File: config.mk
export PLATFORM = sky130hd
export DESIGN_NAME = crdic_ctrl
export DESIGN_NICKNAME = d
export VERILOG_FILES = /design/src/hw/crdic_pkg.sv /design/src/hw/crdic_ctrl.sv
export VERILOG_INCLUDE_DIRS = /design/src /design/src/hw
export SDC_FILE = /design/constraint.sdc
export NUM_CORES = 1
export LEC_CHECK = 0
export ABC_AREA = 1
export BUFFER_PORTS_ARGS = -buffer_cell sky130_fd_sc_hd__buf_4
export CORE_MARGIN = 2
export CORE_UTILIZATION = 55
export CTS_BUF_LIST = sky130_fd_sc_hd__clkbuf_4 sky130_fd_sc_hd__clkbuf_8
export CTS_CLUSTER_SIZE = 12
export DETAILED_ROUTE_END_ITERATION = 16
export PLACE_DENSITY = 0.83
export SLEW_MARGIN = 30
export SYNTH_ARGS = -nofsm -noshare
export SYNTH_HDL_FRONTEND = slang
export SYNTH_SLANG_ARGS = --single-unit
File: constraint.sdc
create_clock -name aclk -period 3.36 [get_ports aclk]
set_clock_uncertainty 0.2 [all_clocks]
set_input_delay 0.168 -clock aclk [delete_from_list [all_inputs] [get_ports aclk]]
set_output_delay 0.168 -clock aclk [all_outputs]
set_load 0.005 [all_outputs]
File: src/hw/crdic_regs.svh
`ifndef CRDIC_REGS_SVH
`define CRDIC_REGS_SVH
// Register byte offsets on the AXI4-Lite slave.
`define CRDIC_STATUS_OFS     8'h00
`define CRDIC_IMASK_OFS      8'h04
`define CRDIC_IPEND_OFS      8'h08
`define CRDIC_EXCADDR_OFS    8'h0C
`define CRDIC_RSTADDR_OFS    8'h10
`define CRDIC_BRKADDR_OFS    8'h14
`define CRDIC_CTLSTAT_OFS    8'h18
// Status register fields.
`define CRDIC_GIE_BIT        0
`define CRDIC_SAVED_GIE_BIT  1
`define CRDIC_LEVEL_LSB      8
// Control/state register fields.
`define CRDIC_STATE_LSB      0
`define CRDIC_CAUSE_LSB      4
// Reset values.
`define CRDIC_EXCADDR_RST    32'h0000_0020
`define CRDIC_RSTADDR_RST    32'h0000_0000
`define CRDIC_BRKADDR_RST    32'h0000_0100
`define CRDIC_IMASK_RST      32'h0000_0000
// Cycles between reset-address reads and acknowledge pulses while held.
`define CRDIC_FETCH_PERIOD   16
`endif

File: src/hw/crdic_pkg.sv
package crdic_pkg;
  // Controller states, one-hot.
  typedef enum logic [3:0] {
    ST_RUN   = 4'h1,
    ST_DRAIN = 4'h2,
    ST_RESET = 4'h4,
    ST_PAUSE = 4'h8
  } crdic_state_t;
  // Reason the pipeline is being drained.
  typedef enum logic [2:0] {
    WHY_NONE  = 3'h0,
    WHY_RESET = 3'h1,
    WHY_DEBUG = 3'h2,
    WHY_EXC   = 3'h3,
    WHY_IINT  = 3'h4,
    WHY_EINT  = 3'h5,
    WHY_NMI   = 3'h6
  } crdic_why_t;
endpackage

File: src/hw/crdic_ctrl.sv
`timescale 1ns/100ps
`include "crdic_regs.svh"
// Function
// - Global reset puts the core into reset at once, no draining.
// - Local reset request drains the pipeline first, then enters reset.
// - Acknowledge is a one-cycle pulse, repeated periodically while request stays.
// - Core stays in reset as long as local reset request is high.
// - While held in reset, reset address reads recur and data is discarded.
// - Local reset request is ignored while paused under debug control.
// - Still-asserted reset request is honoured on every debug release.
// - Debug request pauses like a breakpoint, jumps to break address, acknowledges.
// - Debug request while already paused has no effect.
// - All exceptions and internal interrupts go to one exception address.
// - Exceptions are precise: older done, younger not started.
// - External vector mode removes the internal interrupt controller.
// - Maskable external interrupts carry a level that gates acceptance.
// - Non-maskable external interrupts ignore level and global enable.
// - Thirty-two level-sensitive request lines, priority left to software.
// - Software mask register enables each request line individually.
// - Interrupt raised iff global enable, line asserted and mask bit set.
// - Nesting allowed once software re-enables interrupts in its handler.
module crdic_ctrl #(
  parameter int NIRQ         = 32,
  parameter int LVL_W        = 6,
  parameter int RS_W         = 6,
  parameter bit USE_EXT_VEC  = 1'b0,
  parameter int FETCH_PERIOD = `CRDIC_FETCH_PERIOD
) (
  input  wire logic              aclk,
  input  wire logic              aresetn,
  input  wire logic [7:0]        s_axi_awaddr,
  input  wire logic              s_axi_awvalid,
  output logic                   s_axi_awready,
  input  wire logic [31:0]       s_axi_wdata,
  input  wire logic [3:0]        s_axi_wstrb,
  input  wire logic              s_axi_wvalid,
  output logic                   s_axi_wready,
  output logic [1:0]             s_axi_bresp,
  output logic                   s_axi_bvalid,
  input  wire logic              s_axi_bready,
  input  wire logic [7:0]        s_axi_araddr,
  input  wire logic              s_axi_arvalid,
  output logic                   s_axi_arready,
  output logic [31:0]            s_axi_rdata,
  output logic [1:0]             s_axi_rresp,
  output logic                   s_axi_rvalid,
  input  wire logic              s_axi_rready,
  input  wire logic              reset_req,
  output logic                   reset_ack,
  output logic                   core_in_reset,
  output logic                   reset_fetch,
  output logic [31:0]            reset_fetch_addr,
  input  wire logic              debug_req,
  input  wire logic              debug_release,
  output logic                   debug_ack,
  input  wire logic              pipe_empty,
  input  wire logic              exc_req,
  output logic                   issue_stall,
  output logic                   redirect,
  output logic [31:0]            redirect_addr,
  output logic [RS_W-1:0]        regset_sel,
  input  wire logic [NIRQ-1:0]   irq,
  input  wire logic              ext_irq_valid,
  input  wire logic [31:0]       ext_handler_addr,
  input  wire logic [RS_W-1:0]   ext_regset,
  input  wire logic [LVL_W-1:0]  ext_level,
  input  wire logic              ext_nmi
);
  import crdic_pkg::*;

  localparam logic [7:0] PER_MAX = 8'(FETCH_PERIOD - 1);

  crdic_state_t     state_reg;
  crdic_state_t     state_next;
  crdic_why_t       why_reg;
  crdic_why_t       why_next;
  logic             gie_reg;
  logic             saved_gie_reg;
  logic [LVL_W-1:0] level_reg;
  logic [NIRQ-1:0]  mask_reg;
  logic [31:0]      exc_addr_reg;
  logic [31:0]      rst_addr_reg;
  logic [31:0]      brk_addr_reg;
  logic [7:0]       per_cnt_reg;
  logic             ack_reg;
  logic             redir_reg;
  logic [31:0]      redir_addr_reg;
  logic [RS_W-1:0]  regset_reg;
  logic             aw_held_reg;
  logic             w_held_reg;
  logic [7:0]       aw_addr_reg;
  logic [31:0]      w_data_reg;
  logic [3:0]       w_strb_reg;
  logic [31:0]      rdata_reg;
  logic [1:0]       rresp_reg;
  logic             rvalid_reg;
  logic [1:0]       bresp_reg;
  logic             bvalid_reg;
  logic             int_raise;
  logic             ext_take;
  logic             wr_fire;
  logic             take_int;
  logic [NIRQ-1:0]  irq_pend;

  // Decodes a register offset; unmapped offsets return zero.
  function automatic logic addr_hit(input logic [7:0] a);
    return (a == `CRDIC_STATUS_OFS) || (a == `CRDIC_IMASK_OFS) || (a == `CRDIC_IPEND_OFS) ||
           (a == `CRDIC_EXCADDR_OFS) || (a == `CRDIC_RSTADDR_OFS) ||
           (a == `CRDIC_BRKADDR_OFS) || (a == `CRDIC_CTLSTAT_OFS);
  endfunction

  // Merges write data into a word under the byte strobes.
  function automatic logic [31:0] merge(input logic [31:0] old, input logic [31:0] d, input logic [3:0] s);
    logic [31:0] r;
    r = old;
    for (int i = 0; i < 4; i++) begin
      if (s[i]) begin
        r[8*i +: 8] = d[8*i +: 8];
      end
    end
    return r;
  endfunction

  // The internal controller exists only without the external vector port.
  generate
    if (USE_EXT_VEC) begin : g_ext
      assign irq_pend  = '0;
      assign int_raise = 1'b0;
      assign ext_take  = ext_irq_valid && (ext_nmi || (gie_reg && (ext_level > level_reg)));
    end else begin : g_int
      assign irq_pend  = irq & mask_reg;
      assign int_raise = gie_reg && (|irq_pend);
      assign ext_take  = 1'b0;
    end
  endgenerate

  // Global reset forces reset at once; local reset follows the state.
  assign core_in_reset    = !aresetn || (state_reg == ST_RESET);
  assign issue_stall      = (state_reg != ST_RUN);
  assign debug_ack        = (state_reg == ST_PAUSE);
  assign reset_ack        = ack_reg;
  assign reset_fetch      = ack_reg;
  assign reset_fetch_addr = rst_addr_reg;
  assign redirect         = redir_reg;
  assign redirect_addr    = redir_addr_reg;
  assign regset_sel       = regset_reg;
  assign take_int         = (state_reg == ST_DRAIN) && pipe_empty &&
                            (why_reg == WHY_IINT || why_reg == WHY_EINT || why_reg == WHY_NMI || why_reg == WHY_EXC);

  // Next state: reset beats debug beats exceptions beats interrupts.
  always_comb begin
    state_next = state_reg;
    why_next   = why_reg;
    case (state_reg)
      ST_RUN: begin
        if (reset_req) begin
          state_next = ST_DRAIN;
          why_next   = WHY_RESET;
        end else if (debug_req) begin
          state_next = ST_DRAIN;
          why_next   = WHY_DEBUG;
        end else if (exc_req) begin
          state_next = ST_DRAIN;
          why_next   = WHY_EXC;
        end else if (ext_take) begin
          state_next = ST_DRAIN;
          why_next   = ext_nmi ? WHY_NMI : WHY_EINT;
        end else if (int_raise) begin
          state_next = ST_DRAIN;
          why_next   = WHY_IINT;
        end
      end
      ST_DRAIN: begin
        if (pipe_empty) begin
          why_next = WHY_NONE;
          case (why_reg)
            WHY_RESET: state_next = ST_RESET;
            WHY_DEBUG: state_next = ST_PAUSE;
            default:   state_next = ST_RUN;
          endcase
        end
      end
      ST_RESET: begin
        if (!reset_req) begin
          state_next = ST_RUN;
        end
      end
      ST_PAUSE: begin
        if (debug_release) begin
          state_next = reset_req ? ST_DRAIN : ST_RUN;
          why_next   = reset_req ? WHY_RESET : WHY_NONE;
        end
      end
      default: begin
        state_next = ST_RUN;
        why_next   = WHY_NONE;
      end
    endcase
  end

  // State register.
  always_ff @(posedge aclk) begin
    if (!aresetn) begin
      state_reg <= ST_RUN;
      why_reg   <= WHY_NONE;
    end else begin
      state_reg <= state_next;
      why_reg   <= why_next;
    end
  end

  // Acknowledge and reset-address read cadence while held in reset.
  always_ff @(posedge aclk) begin
    if (!aresetn) begin
      per_cnt_reg <= 8'h00;
      ack_reg     <= 1'b0;
    end else if (state_reg != ST_RESET || !reset_req) begin
      per_cnt_reg <= 8'h00;
      ack_reg     <= (state_next == ST_RESET);
    end else begin
      ack_reg     <= (per_cnt_reg == PER_MAX);
      per_cnt_reg <= (per_cnt_reg == PER_MAX) ? 8'h00 : per_cnt_reg + 8'h01;
    end
  end

  // Redirect of the fetch stream: one address for every exception.
  always_ff @(posedge aclk) begin
    if (!aresetn) begin
      redir_reg      <= 1'b0;
      redir_addr_reg <= 32'h0000_0000;
      regset_reg     <= '0;
    end else begin
      redir_reg <= 1'b0;
      if (state_reg == ST_DRAIN && pipe_empty && why_reg == WHY_DEBUG) begin
        redir_reg      <= 1'b1;
        redir_addr_reg <= brk_addr_reg;
      end else if (state_reg == ST_RESET && !reset_req) begin
        redir_reg      <= 1'b1;
        redir_addr_reg <= rst_addr_reg;
      end else if (take_int) begin
        redir_reg <= 1'b1;
        if (why_reg == WHY_EINT || why_reg == WHY_NMI) begin
          redir_addr_reg <= ext_handler_addr;
          regset_reg     <= ext_regset;
        end else begin
          redir_addr_reg <= exc_addr_reg;
        end
      end
    end
  end

  // Global enable, saved enable and current level; taking clears enable.
  always_ff @(posedge aclk) begin
    if (!aresetn) begin
      gie_reg       <= 1'b0;
      saved_gie_reg <= 1'b0;
      level_reg     <= '0;
    end else if (state_reg == ST_RESET) begin
      gie_reg <= 1'b0;
    end else if (take_int) begin
      saved_gie_reg <= gie_reg;
      gie_reg       <= 1'b0;
      if (why_reg == WHY_EINT) begin
        level_reg <= ext_level;
      end
    end else if (wr_fire && aw_addr_reg == `CRDIC_STATUS_OFS && w_strb_reg[0]) begin
      gie_reg       <= w_data_reg[`CRDIC_GIE_BIT];
      saved_gie_reg <= w_data_reg[`CRDIC_SAVED_GIE_BIT];
      if (w_strb_reg[1]) begin
        level_reg <= w_data_reg[`CRDIC_LEVEL_LSB +: LVL_W];
      end
    end
  end

  // Software-written mask and address registers.
  always_ff @(posedge aclk) begin
    if (!aresetn) begin
      mask_reg     <= NIRQ'(`CRDIC_IMASK_RST);
      exc_addr_reg <= `CRDIC_EXCADDR_RST;
      rst_addr_reg <= `CRDIC_RSTADDR_RST;
      brk_addr_reg <= `CRDIC_BRKADDR_RST;
    end else if (wr_fire) begin
      case (aw_addr_reg)
        `CRDIC_IMASK_OFS:   mask_reg     <= NIRQ'(merge(32'(mask_reg), w_data_reg, w_strb_reg));
        `CRDIC_EXCADDR_OFS: exc_addr_reg <= merge(exc_addr_reg, w_data_reg, w_strb_reg);
        `CRDIC_RSTADDR_OFS: rst_addr_reg <= merge(rst_addr_reg, w_data_reg, w_strb_reg);
        `CRDIC_BRKADDR_OFS: brk_addr_reg <= merge(brk_addr_reg, w_data_reg, w_strb_reg);
        default: ;
      endcase
    end
  end

  // AXI4-Lite write: address and data taken in either order, then response.
  assign s_axi_awready = !aw_held_reg && !bvalid_reg;
  assign s_axi_wready  = !w_held_reg && !bvalid_reg;
  assign s_axi_bvalid  = bvalid_reg;
  assign s_axi_bresp   = bresp_reg;
  assign wr_fire       = aw_held_reg && w_held_reg && !bvalid_reg;

  always_ff @(posedge aclk) begin
    if (!aresetn) begin
      aw_held_reg <= 1'b0;
      w_held_reg  <= 1'b0;
      aw_addr_reg <= 8'h00;
      w_data_reg  <= 32'h0000_0000;
      w_strb_reg  <= 4'h0;
      bvalid_reg  <= 1'b0;
      bresp_reg   <= 2'h0;
    end else begin
      if (s_axi_awvalid && s_axi_awready) begin
        aw_held_reg <= 1'b1;
        aw_addr_reg <= {s_axi_awaddr[7:2], 2'h0};
      end
      if (s_axi_wvalid && s_axi_wready) begin
        w_held_reg <= 1'b1;
        w_data_reg <= s_axi_wdata;
        w_strb_reg <= s_axi_wstrb;
      end
      if (wr_fire) begin
        aw_held_reg <= 1'b0;
        w_held_reg  <= 1'b0;
        bvalid_reg  <= 1'b1;
        bresp_reg   <= addr_hit(aw_addr_reg) ? 2'h0 : 2'h2;
      end else if (bvalid_reg && s_axi_bready) begin
        bvalid_reg <= 1'b0;
      end
    end
  end

  // AXI4-Lite read: one cycle from address to data.
  assign s_axi_arready = !rvalid_reg;
  assign s_axi_rvalid  = rvalid_reg;
  assign s_axi_rdata   = rdata_reg;
  assign s_axi_rresp   = rresp_reg;

  always_ff @(posedge aclk) begin
    if (!aresetn) begin
      rvalid_reg <= 1'b0;
      rdata_reg  <= 32'h0000_0000;
      rresp_reg  <= 2'h0;
    end else if (s_axi_arvalid && s_axi_arready) begin
      rvalid_reg <= 1'b1;
      rresp_reg  <= addr_hit({s_axi_araddr[7:2], 2'h0}) ? 2'h0 : 2'h2;
      rdata_reg  <= 32'h0000_0000;
      case ({s_axi_araddr[7:2], 2'h0})
        `CRDIC_STATUS_OFS: begin
          rdata_reg[`CRDIC_GIE_BIT]                <= gie_reg;
          rdata_reg[`CRDIC_SAVED_GIE_BIT]          <= saved_gie_reg;
          rdata_reg[`CRDIC_LEVEL_LSB +: LVL_W]     <= level_reg;
        end
        `CRDIC_IMASK_OFS:   rdata_reg <= 32'(mask_reg);
        `CRDIC_IPEND_OFS:   rdata_reg <= 32'(irq_pend);
        `CRDIC_EXCADDR_OFS: rdata_reg <= exc_addr_reg;
        `CRDIC_RSTADDR_OFS: rdata_reg <= rst_addr_reg;
        `CRDIC_BRKADDR_OFS: rdata_reg <= brk_addr_reg;
        `CRDIC_CTLSTAT_OFS: begin
          rdata_reg[`CRDIC_STATE_LSB +: 4] <= state_reg;
          rdata_reg[`CRDIC_CAUSE_LSB +: 3] <= why_reg;
        end
        default: ;
      endcase
    end else if (s_axi_rready) begin
      rvalid_reg <= 1'b0;
    end
  end
endmodule

==> flow_metrics.env, run 1 <==
export IMPL_status="finished, final reports clean"
export IMPL_rsz0062_at_grt="false"
export IMPL_vias=13712
export IMPL_end_kind="register"
export IMPL_hold_ws_ps=73.5
export IMPL_drt_pass1_iterations=6
export IMPL_overflow=0
export IMPL_routabilityCongestion=0.923
export IMPL_drv_slew=0
export IMPL_num_nets_final=2212
export IMPL_syn_avg_cell_area_um2=7.07
export IMPL_cts_root_buf="clkbuf_8"
export IMPL_area_growth_pct=37.6
export IMPL_track_usage=0.378
export IMPL_grt_max_degree=223
export IMPL_criticalPathCategory="input port to register"
export IMPL_synthesis_area_um2=11900
export IMPL_period_needed_ps=2980
export IMPL_cp_common_cell="dlygate4sd3_1"
export IMPL_pin_count=259
export IMPL_critPathLaunchType="input port"
export IMPL_p_per_area_nw_per_um2=436
export IMPL_sw_frac_of_total=0.251
export IMPL_min_period_over_period=0.886
export IMPL_crit_required_ps=3580
export IMPL_yosysUniqueCellTypes=48
export IMPL_maxCapViolations=0
export IMPL_setup_tns_ps=0
export IMPL_drc_errors=0
export IMPL_cts_sinks=271
export IMPL_hpwl_mm=27.3
export IMPL_vdd_drop_max_mv=0.352
export IMPL_fmax_mhz=336
export IMPL_synth_area_top_cells="dfxtp_1 46%, nor2_1 13%, o21ai_0 9.3%"
export IMPL_critPathSlowestCell="dlygate4sd3_1"
export IMPL_initial_core_util=0.563
export IMPL_hold_viol=0
export IMPL_setup_ws_ps=381
export IMPL_stdcell_area_um2=16300
export IMPL_cts_inserted_buffers=44
export IMPL_ys_seq_elements=271
export IMPL_drtIter0Drc=1486
export IMPL_setup_viol=0
export IMPL_p_leak_nw=7.35
export IMPL_layout_common_cells="404 x nor2_1, 273 x nand2_1, 271 x dfxtp_1"
export IMPL_max_stage_delay_ps=580
export IMPL_drt_total_wl_mm=43.9
export IMPL_die_width_um=151
export IMPL_switchingPower_mw=1.79
export IMPL_grt_pass1_vias=13104
export IMPL_crit_family="buffers and inverters"
export IMPL_hold_path_class="input port to register"
export IMPL_postSynthCellCount=1678
export IMPL_placed_area_um2=13900
export IMPL_drt_vias_per_instance=5.78
export IMPL_clockBufferDepth=3
export IMPL_synth_largest_area_cell="dfxtp_1"
export IMPL_critPathBufInv=5
export IMPL_worstMarginPinSlew_ps=989
export IMPL_cts_tree="yes"
export IMPL_htree_levels=2
export IMPL_cp_cell_sequence="dlygate4sd3_1, buf_4, or2_2, nor2_1, dlygate4sd3_1, nand2_1, a21oi_1, dlygate4sd3_1, nor2_1, dlygate4sd3_1"
export IMPL_final_antenna_net_count=0
export IMPL_port_buffers=250
export IMPL_dieArea_um2=22800
export IMPL_clk_pin_slew_ps=60
export IMPL_p_clk_frac=0.410
export IMPL_finish_utilization=0.774
export IMPL_clk_latency_ps=560
export IMPL_dp_slack_ps=930
export IMPL_ys_seq_area_frac=0.457
export IMPL_final_common_cell="nor2_1"
export IMPL_yosys_area_top_type_share=0.457
export IMPL_drive_gt1_frac=0.180
export IMPL_crit_fanout=3
export IMPL_crit_arrival_ps=3200
export IMPL_core_um2=21100
export IMPL_post_cts_buffers=0
export IMPL_p_int_mw=5.33
export IMPL_grt_pass1_wl_mm=67.2
export IMPL_yosysWarningCount=0
export IMPL_chipHeight_um=151
export IMPL_power_share_combinational=0.110
export IMPL_antenna_found_initial=0
export IMPL_seqPwrFrac=0.480
export IMPL_rows=53
export IMPL_wl_per_cell_um=18.5
export IMPL_slew_headroom=0.341
## cells in the mapped netlist, drive strengths merged
master	instances
nor2	417
o211ai	3
dfxtp	271
clkbuf	49
o21ai	225
buf	33
conb	1
and3	1
a2bb2oi	1
a21oi	137
a22o	1
nand2	277
a31oi	16
nand3b	4
o2bb2ai	1
o22ai	26
xor2	1
or2	1
nor3b	3
a41oi	6
o211a	1
o31ai	1
mux2i	17
nand3	47
nor4	1
a211oi	4
a311oi	1
inv	98
nor3	8
o21a	2
ha	1
a221oi	3
a22oi	18
clkinv	2
## power by group through the flow
stage               registers [mW]  logic, mW  clock network (mW)
global route                  3.42      0.841                3.07
finish                        3.41      0.784                2.92
floorplan                     3.44      0.307                   0
detailed placement            3.48      0.591                   0
CTS                           3.41      0.748                2.92
global placement              3.47      0.577                   0
## tightest hold or removal path, cell delays in order
cell and delay [ps]:
buf_4 90, nand2_1 70, buf_4 260, nand2_1 100
a21oi_1 70
## per-layer routing
layer,track usage,vias up,share of wire
met1,0.456,6207,0.37
met2,0.623,948,0.46
met4,0.223,0,0.060
li1,-,6331,-
met3,0.0816,226,0.11
met5,0,-,0
## metrics by stage
stage,std cells,total power [mW]
floorplan,1679,3.75
global route,2371,7.33
detailed placement,2143,4.07
global placement,2143,4.05
CTS,2371,7.07
finish,2372,7.11
## final timing paths
check | slack (ps) | depth (start not counted) | startpoint | end
worst max-delay path | 380 | 10 | exc_req | state_reg[1]$_SDFF_PN0_
worst min-delay path | 70 | 5 | s_axi_arvalid | s_axi_rdata[0]$_SDFFE_PN0P_
worst max register to register | 450 | 12 | mask_reg[17]$_SDFFE_PN0P_ | state_reg[1]$_SDFF_PN0_
worst min register to register | 250 | 1 | per_cnt_reg[0]$_SDFF_PP0_ | per_cnt_reg[0]$_SDFF_PP0_
## final cells by class
cell class                      instances  area (um^2)
Antenna cell                            1         2.50
Clock buffer                           69          868
Clock inverter                          4         25.0
Fill cell                            1555         4760
Inverter                              100          378
Multi-Input combinational cell       1226         5680
Sequential cell                       271         5430
Tap cell                              275          344
Timing Repair Buffer                  426         3600
## timing repair
action / in CTS / in global routing
hold endpoints to repair: 132 / 0
gates resized for setup: 0 / 0
setup endpoints to repair: 0 / 0
hold buffers: 155 / 0
## kinds of logic (layout without fill, tap and decap cells)
logic type | count (synthesis) | after routing | synth area share
AO/OA/AOI/OAI | 446 | 446 | 0.205
XOR/XNOR | 1 | 1 | 0.000738
adder cells (fa/ha/maj) | 1 | 1 | 0.00105
buffers and inverters | 182 | 599 | 0.0651
flip-flops | 271 | 271 | 0.457
multiplexers | 17 | 17 | 0.0143
other | 1 | 3 | 0.000316
AND/OR/NAND/NOR | 759 | 759 | 0.257
(Power assumes the default switching activity.)
==> run 2, diff against run 1 <==
- ABC_AREA: 1 -> unset
- CORE_UTILIZATION: 55 -> 51
- PLACE_DENSITY: 0.83 -> 0.8
- clock period: 3.36 -> 2.7 ns (I/O delays scaled with it)
==> flow_metrics.env, run 2 <==
export IMPL_status="finished, final reports clean"
export IMPL_clk_latency_ps=550
export IMPL_crit_required_ps=2940
export IMPL_antenna_cells=0
export IMPL_num_nets_final=1864
export IMPL_post_cts_buffers=0
export IMPL_cts_inserted_buffers=45
export IMPL_drt_pass1_iterations=7
export IMPL_min_period_over_period=0.945
export IMPL_cts_sinks=271
export IMPL_drive_gt1_frac=0.232
export IMPL_clockBufferDepth=3
export IMPL_ys_seq_elements=271
export IMPL_overflow=0
export IMPL_cts_hold_buffers=141
export IMPL_worstMarginPinSlew_ps=940
export IMPL_hold_viol=0
export IMPL_synth_ff_type="dfxtp_1"
export IMPL_yosysMostFrequentCell="dfxtp_1"
export IMPL_postSynthCellCount=1331
export IMPL_p_leak_nw=6.80
export IMPL_grt_pass1_vias=12335
export IMPL_rsz0062_at_grt="false"
export IMPL_area_growth_pct=37.8
export IMPL_vdd_drop_max_mv=0.378
export IMPL_p_clk_frac=0.415
export IMPL_core_um2=23300
export IMPL_seqPwrFrac=0.479
export IMPL_cts_root_buf="clkbuf_8"
export IMPL_hpwl_mm=27.5
export IMPL_post_cts_resized=0
export IMPL_maxCapViolations=0
export IMPL_die_width_um=158
export IMPL_ys_seq_area_frac=0.450
export IMPL_ys_top_cells_by_count="271 x dfxtp_1, 209 x nand2_1, 134 x mux2i_1, 97 x nor2b_1, 68 x clkbuf_1"
export IMPL_synth_edff_count=0
export IMPL_setup_tns_ps=0
export IMPL_drt_total_wl_mm=43.5
export IMPL_power_share_combinational=0.106
export IMPL_p_per_area_nw_per_um2=530
export IMPL_rows=56
export IMPL_crit_arrival_ps=2790
export IMPL_crit_fanout=8
export IMPL_synthesis_area_um2=12000
export IMPL_clk_pin_slew_ps=60
export IMPL_wl_per_cell_um=21.0
export IMPL_yosys_area_top_type_share=0.450
export IMPL_final_common_cell="buf_4"
export IMPL_syn_avg_cell_area_um2=9.05
export IMPL_cts_tree="yes"
export IMPL_fillers=1702
export IMPL_criticalPathCategory="register to register"
export IMPL_slew_headroom=0.372
export IMPL_dieArea_um2=24900
export IMPL_grt_max_degree=65
export IMPL_yosysUniqueCellTypes=70
export IMPL_yosysWarningCount=0
export IMPL_drt_vias_per_instance=5.94
export IMPL_antenna_found_initial=0
export IMPL_initial_core_util=0.516
export IMPL_chipHeight_um=158
export IMPL_setup_viol=0
export IMPL_port_buffers=250
export IMPL_track_usage=0.340
export IMPL_drtIter0Drc=1180
export IMPL_routabilityCongestion=0.893
export IMPL_htree_levels=2
export IMPL_p_int_mw=6.60
export IMPL_layout_common_cells="299 x buf_4, 271 x dfxtp_1, 209 x nand2_1"
export IMPL_drv_slew=0
export IMPL_critPathLaunchType="register"
export IMPL_synthArstFlopShare=0
export IMPL_vias=12286
export IMPL_pin_count=259
export IMPL_final_antenna_net_count=0
export IMPL_fmax_mhz=392
export IMPL_hold_ws_ps=53.4
export IMPL_switchingPower_mw=2.20
export IMPL_end_kind="register"
export IMPL_period_needed_ps=2550
export IMPL_grt_pass1_wl_mm=65.8
export IMPL_synth_largest_area_cell="dfxtp_1"
export IMPL_drc_errors=0
export IMPL_hold_path_class="input port to register"
export IMPL_synth_area_top_cells="dfxtp_1 45%, mux2i_1 11%, nand2_1 6.5%"
export IMPL_sw_frac_of_total=0.250
## run 2: changes by cell type after synthesis, moves of 17 or more
cell / before / now
nor2_1: 406 / 65
o21ai_0: 220 / 52
mux2i_1: 17 / 134
nor2b_1: 0 / 97
inv_1: 89 / 7
a21oi_1: 136 / 60
nand2_1: 273 / 209
nand3_1: 47 / 10
a22o_1: 1 / 37
a31oi_1: 16 / 43
a221oi_1: 3 / 24
a21o_1: 0 / 19
clkbuf_1: 49 / 68
a21boi_0: 0 / 17
## run 2: stage by stage
step | worst slack (ps) | area [um^2] | cells | total power [mW] | util
global placement | 365 | 14300 | 1852 | 5.01 | 0.612
CTS | 230 | 16600 | 2068 | 8.77 | 0.711
global route | 75.3 | 16600 | 2068 | 9.06 | 0.711
floorplan | 620 | 12100 | 1332 | 4.61 | -
detailed placement | 275 | 14300 | 1852 | 5.02 | 0.612
finish | 149 | 16600 | 2068 | 8.80 | 0.711
## run 2: logic make-up after synthesis
group	count (synthesis)	synth area share
buffers and inverters	107	0.0395
XOR/XNOR	7	0.00509
AND/OR/NAND/NOR	450	0.185
flip-flops	271	0.450
AO/OA/AOI/OAI	360	0.208
adder cells (fa/ha/maj)	1	0.00104
multiplexers	134	0.111
other	1	0.000311
## run 2: final timing paths
path	startpoint	to	slack, ps	depth (start not counted)
worst min register to register	s_axi_rdata[0]$_SDFFE_PN0P_	s_axi_rdata[0]$_SDFFE_PN0P_	270	2
worst min-delay path	s_axi_wvalid	w_data_reg[7]$_SDFFE_PN0P_	50	5
worst max register to register	w_held_reg$_SDFFE_PP0P_	reset_fetch_addr[8]$_SDFFE_PN0P_	150	6
worst max-delay path	w_held_reg$_SDFFE_PP0P_	reset_fetch_addr[8]$_SDFFE_PN0P_	150	6
## run 2: worst max-delay path: stages (launching register included)
cell and delay [ps]:
dfxtp_1 380, nand2_1 90, nor2_1 570, nand2_1 390, nor2_4 440, mux2i_1 280, nor2b_1 80
## run 2: layout make-up
class	count	area (um^2)	area share
clock buffers	68	861	0.0519
clock inverters	7	37.5	0.00226
inverters	8	30.0	0.00181
multi-input cells	954	6170	0.372
flip-flops and latches	271	5430	0.327
well taps	319	399	0.0240
repair buffers	441	3680	0.221
## run 2: power by group through the flow
stage	clock [mW]	combinational [mW]	sequential, mW
after floorplan	0	0.361	4.25
after global placement	0	0.718	4.29
after detailed placement	0	0.729	4.29
after CTS	3.67	0.900	4.20
after global routing	3.86	0.985	4.22
final	3.65	0.933	4.21
## run 2: routing by layer
| metal | part of all wire | global-route usage |
|---|---|---|
| met2 | 0.47 | 0.557 |
| met4 | 0.045 | 0.178 |
| met5 | 0 | 0 |
| met1 | 0.39 | 0.427 |
| met3 | 0.099 | 0.0610 |
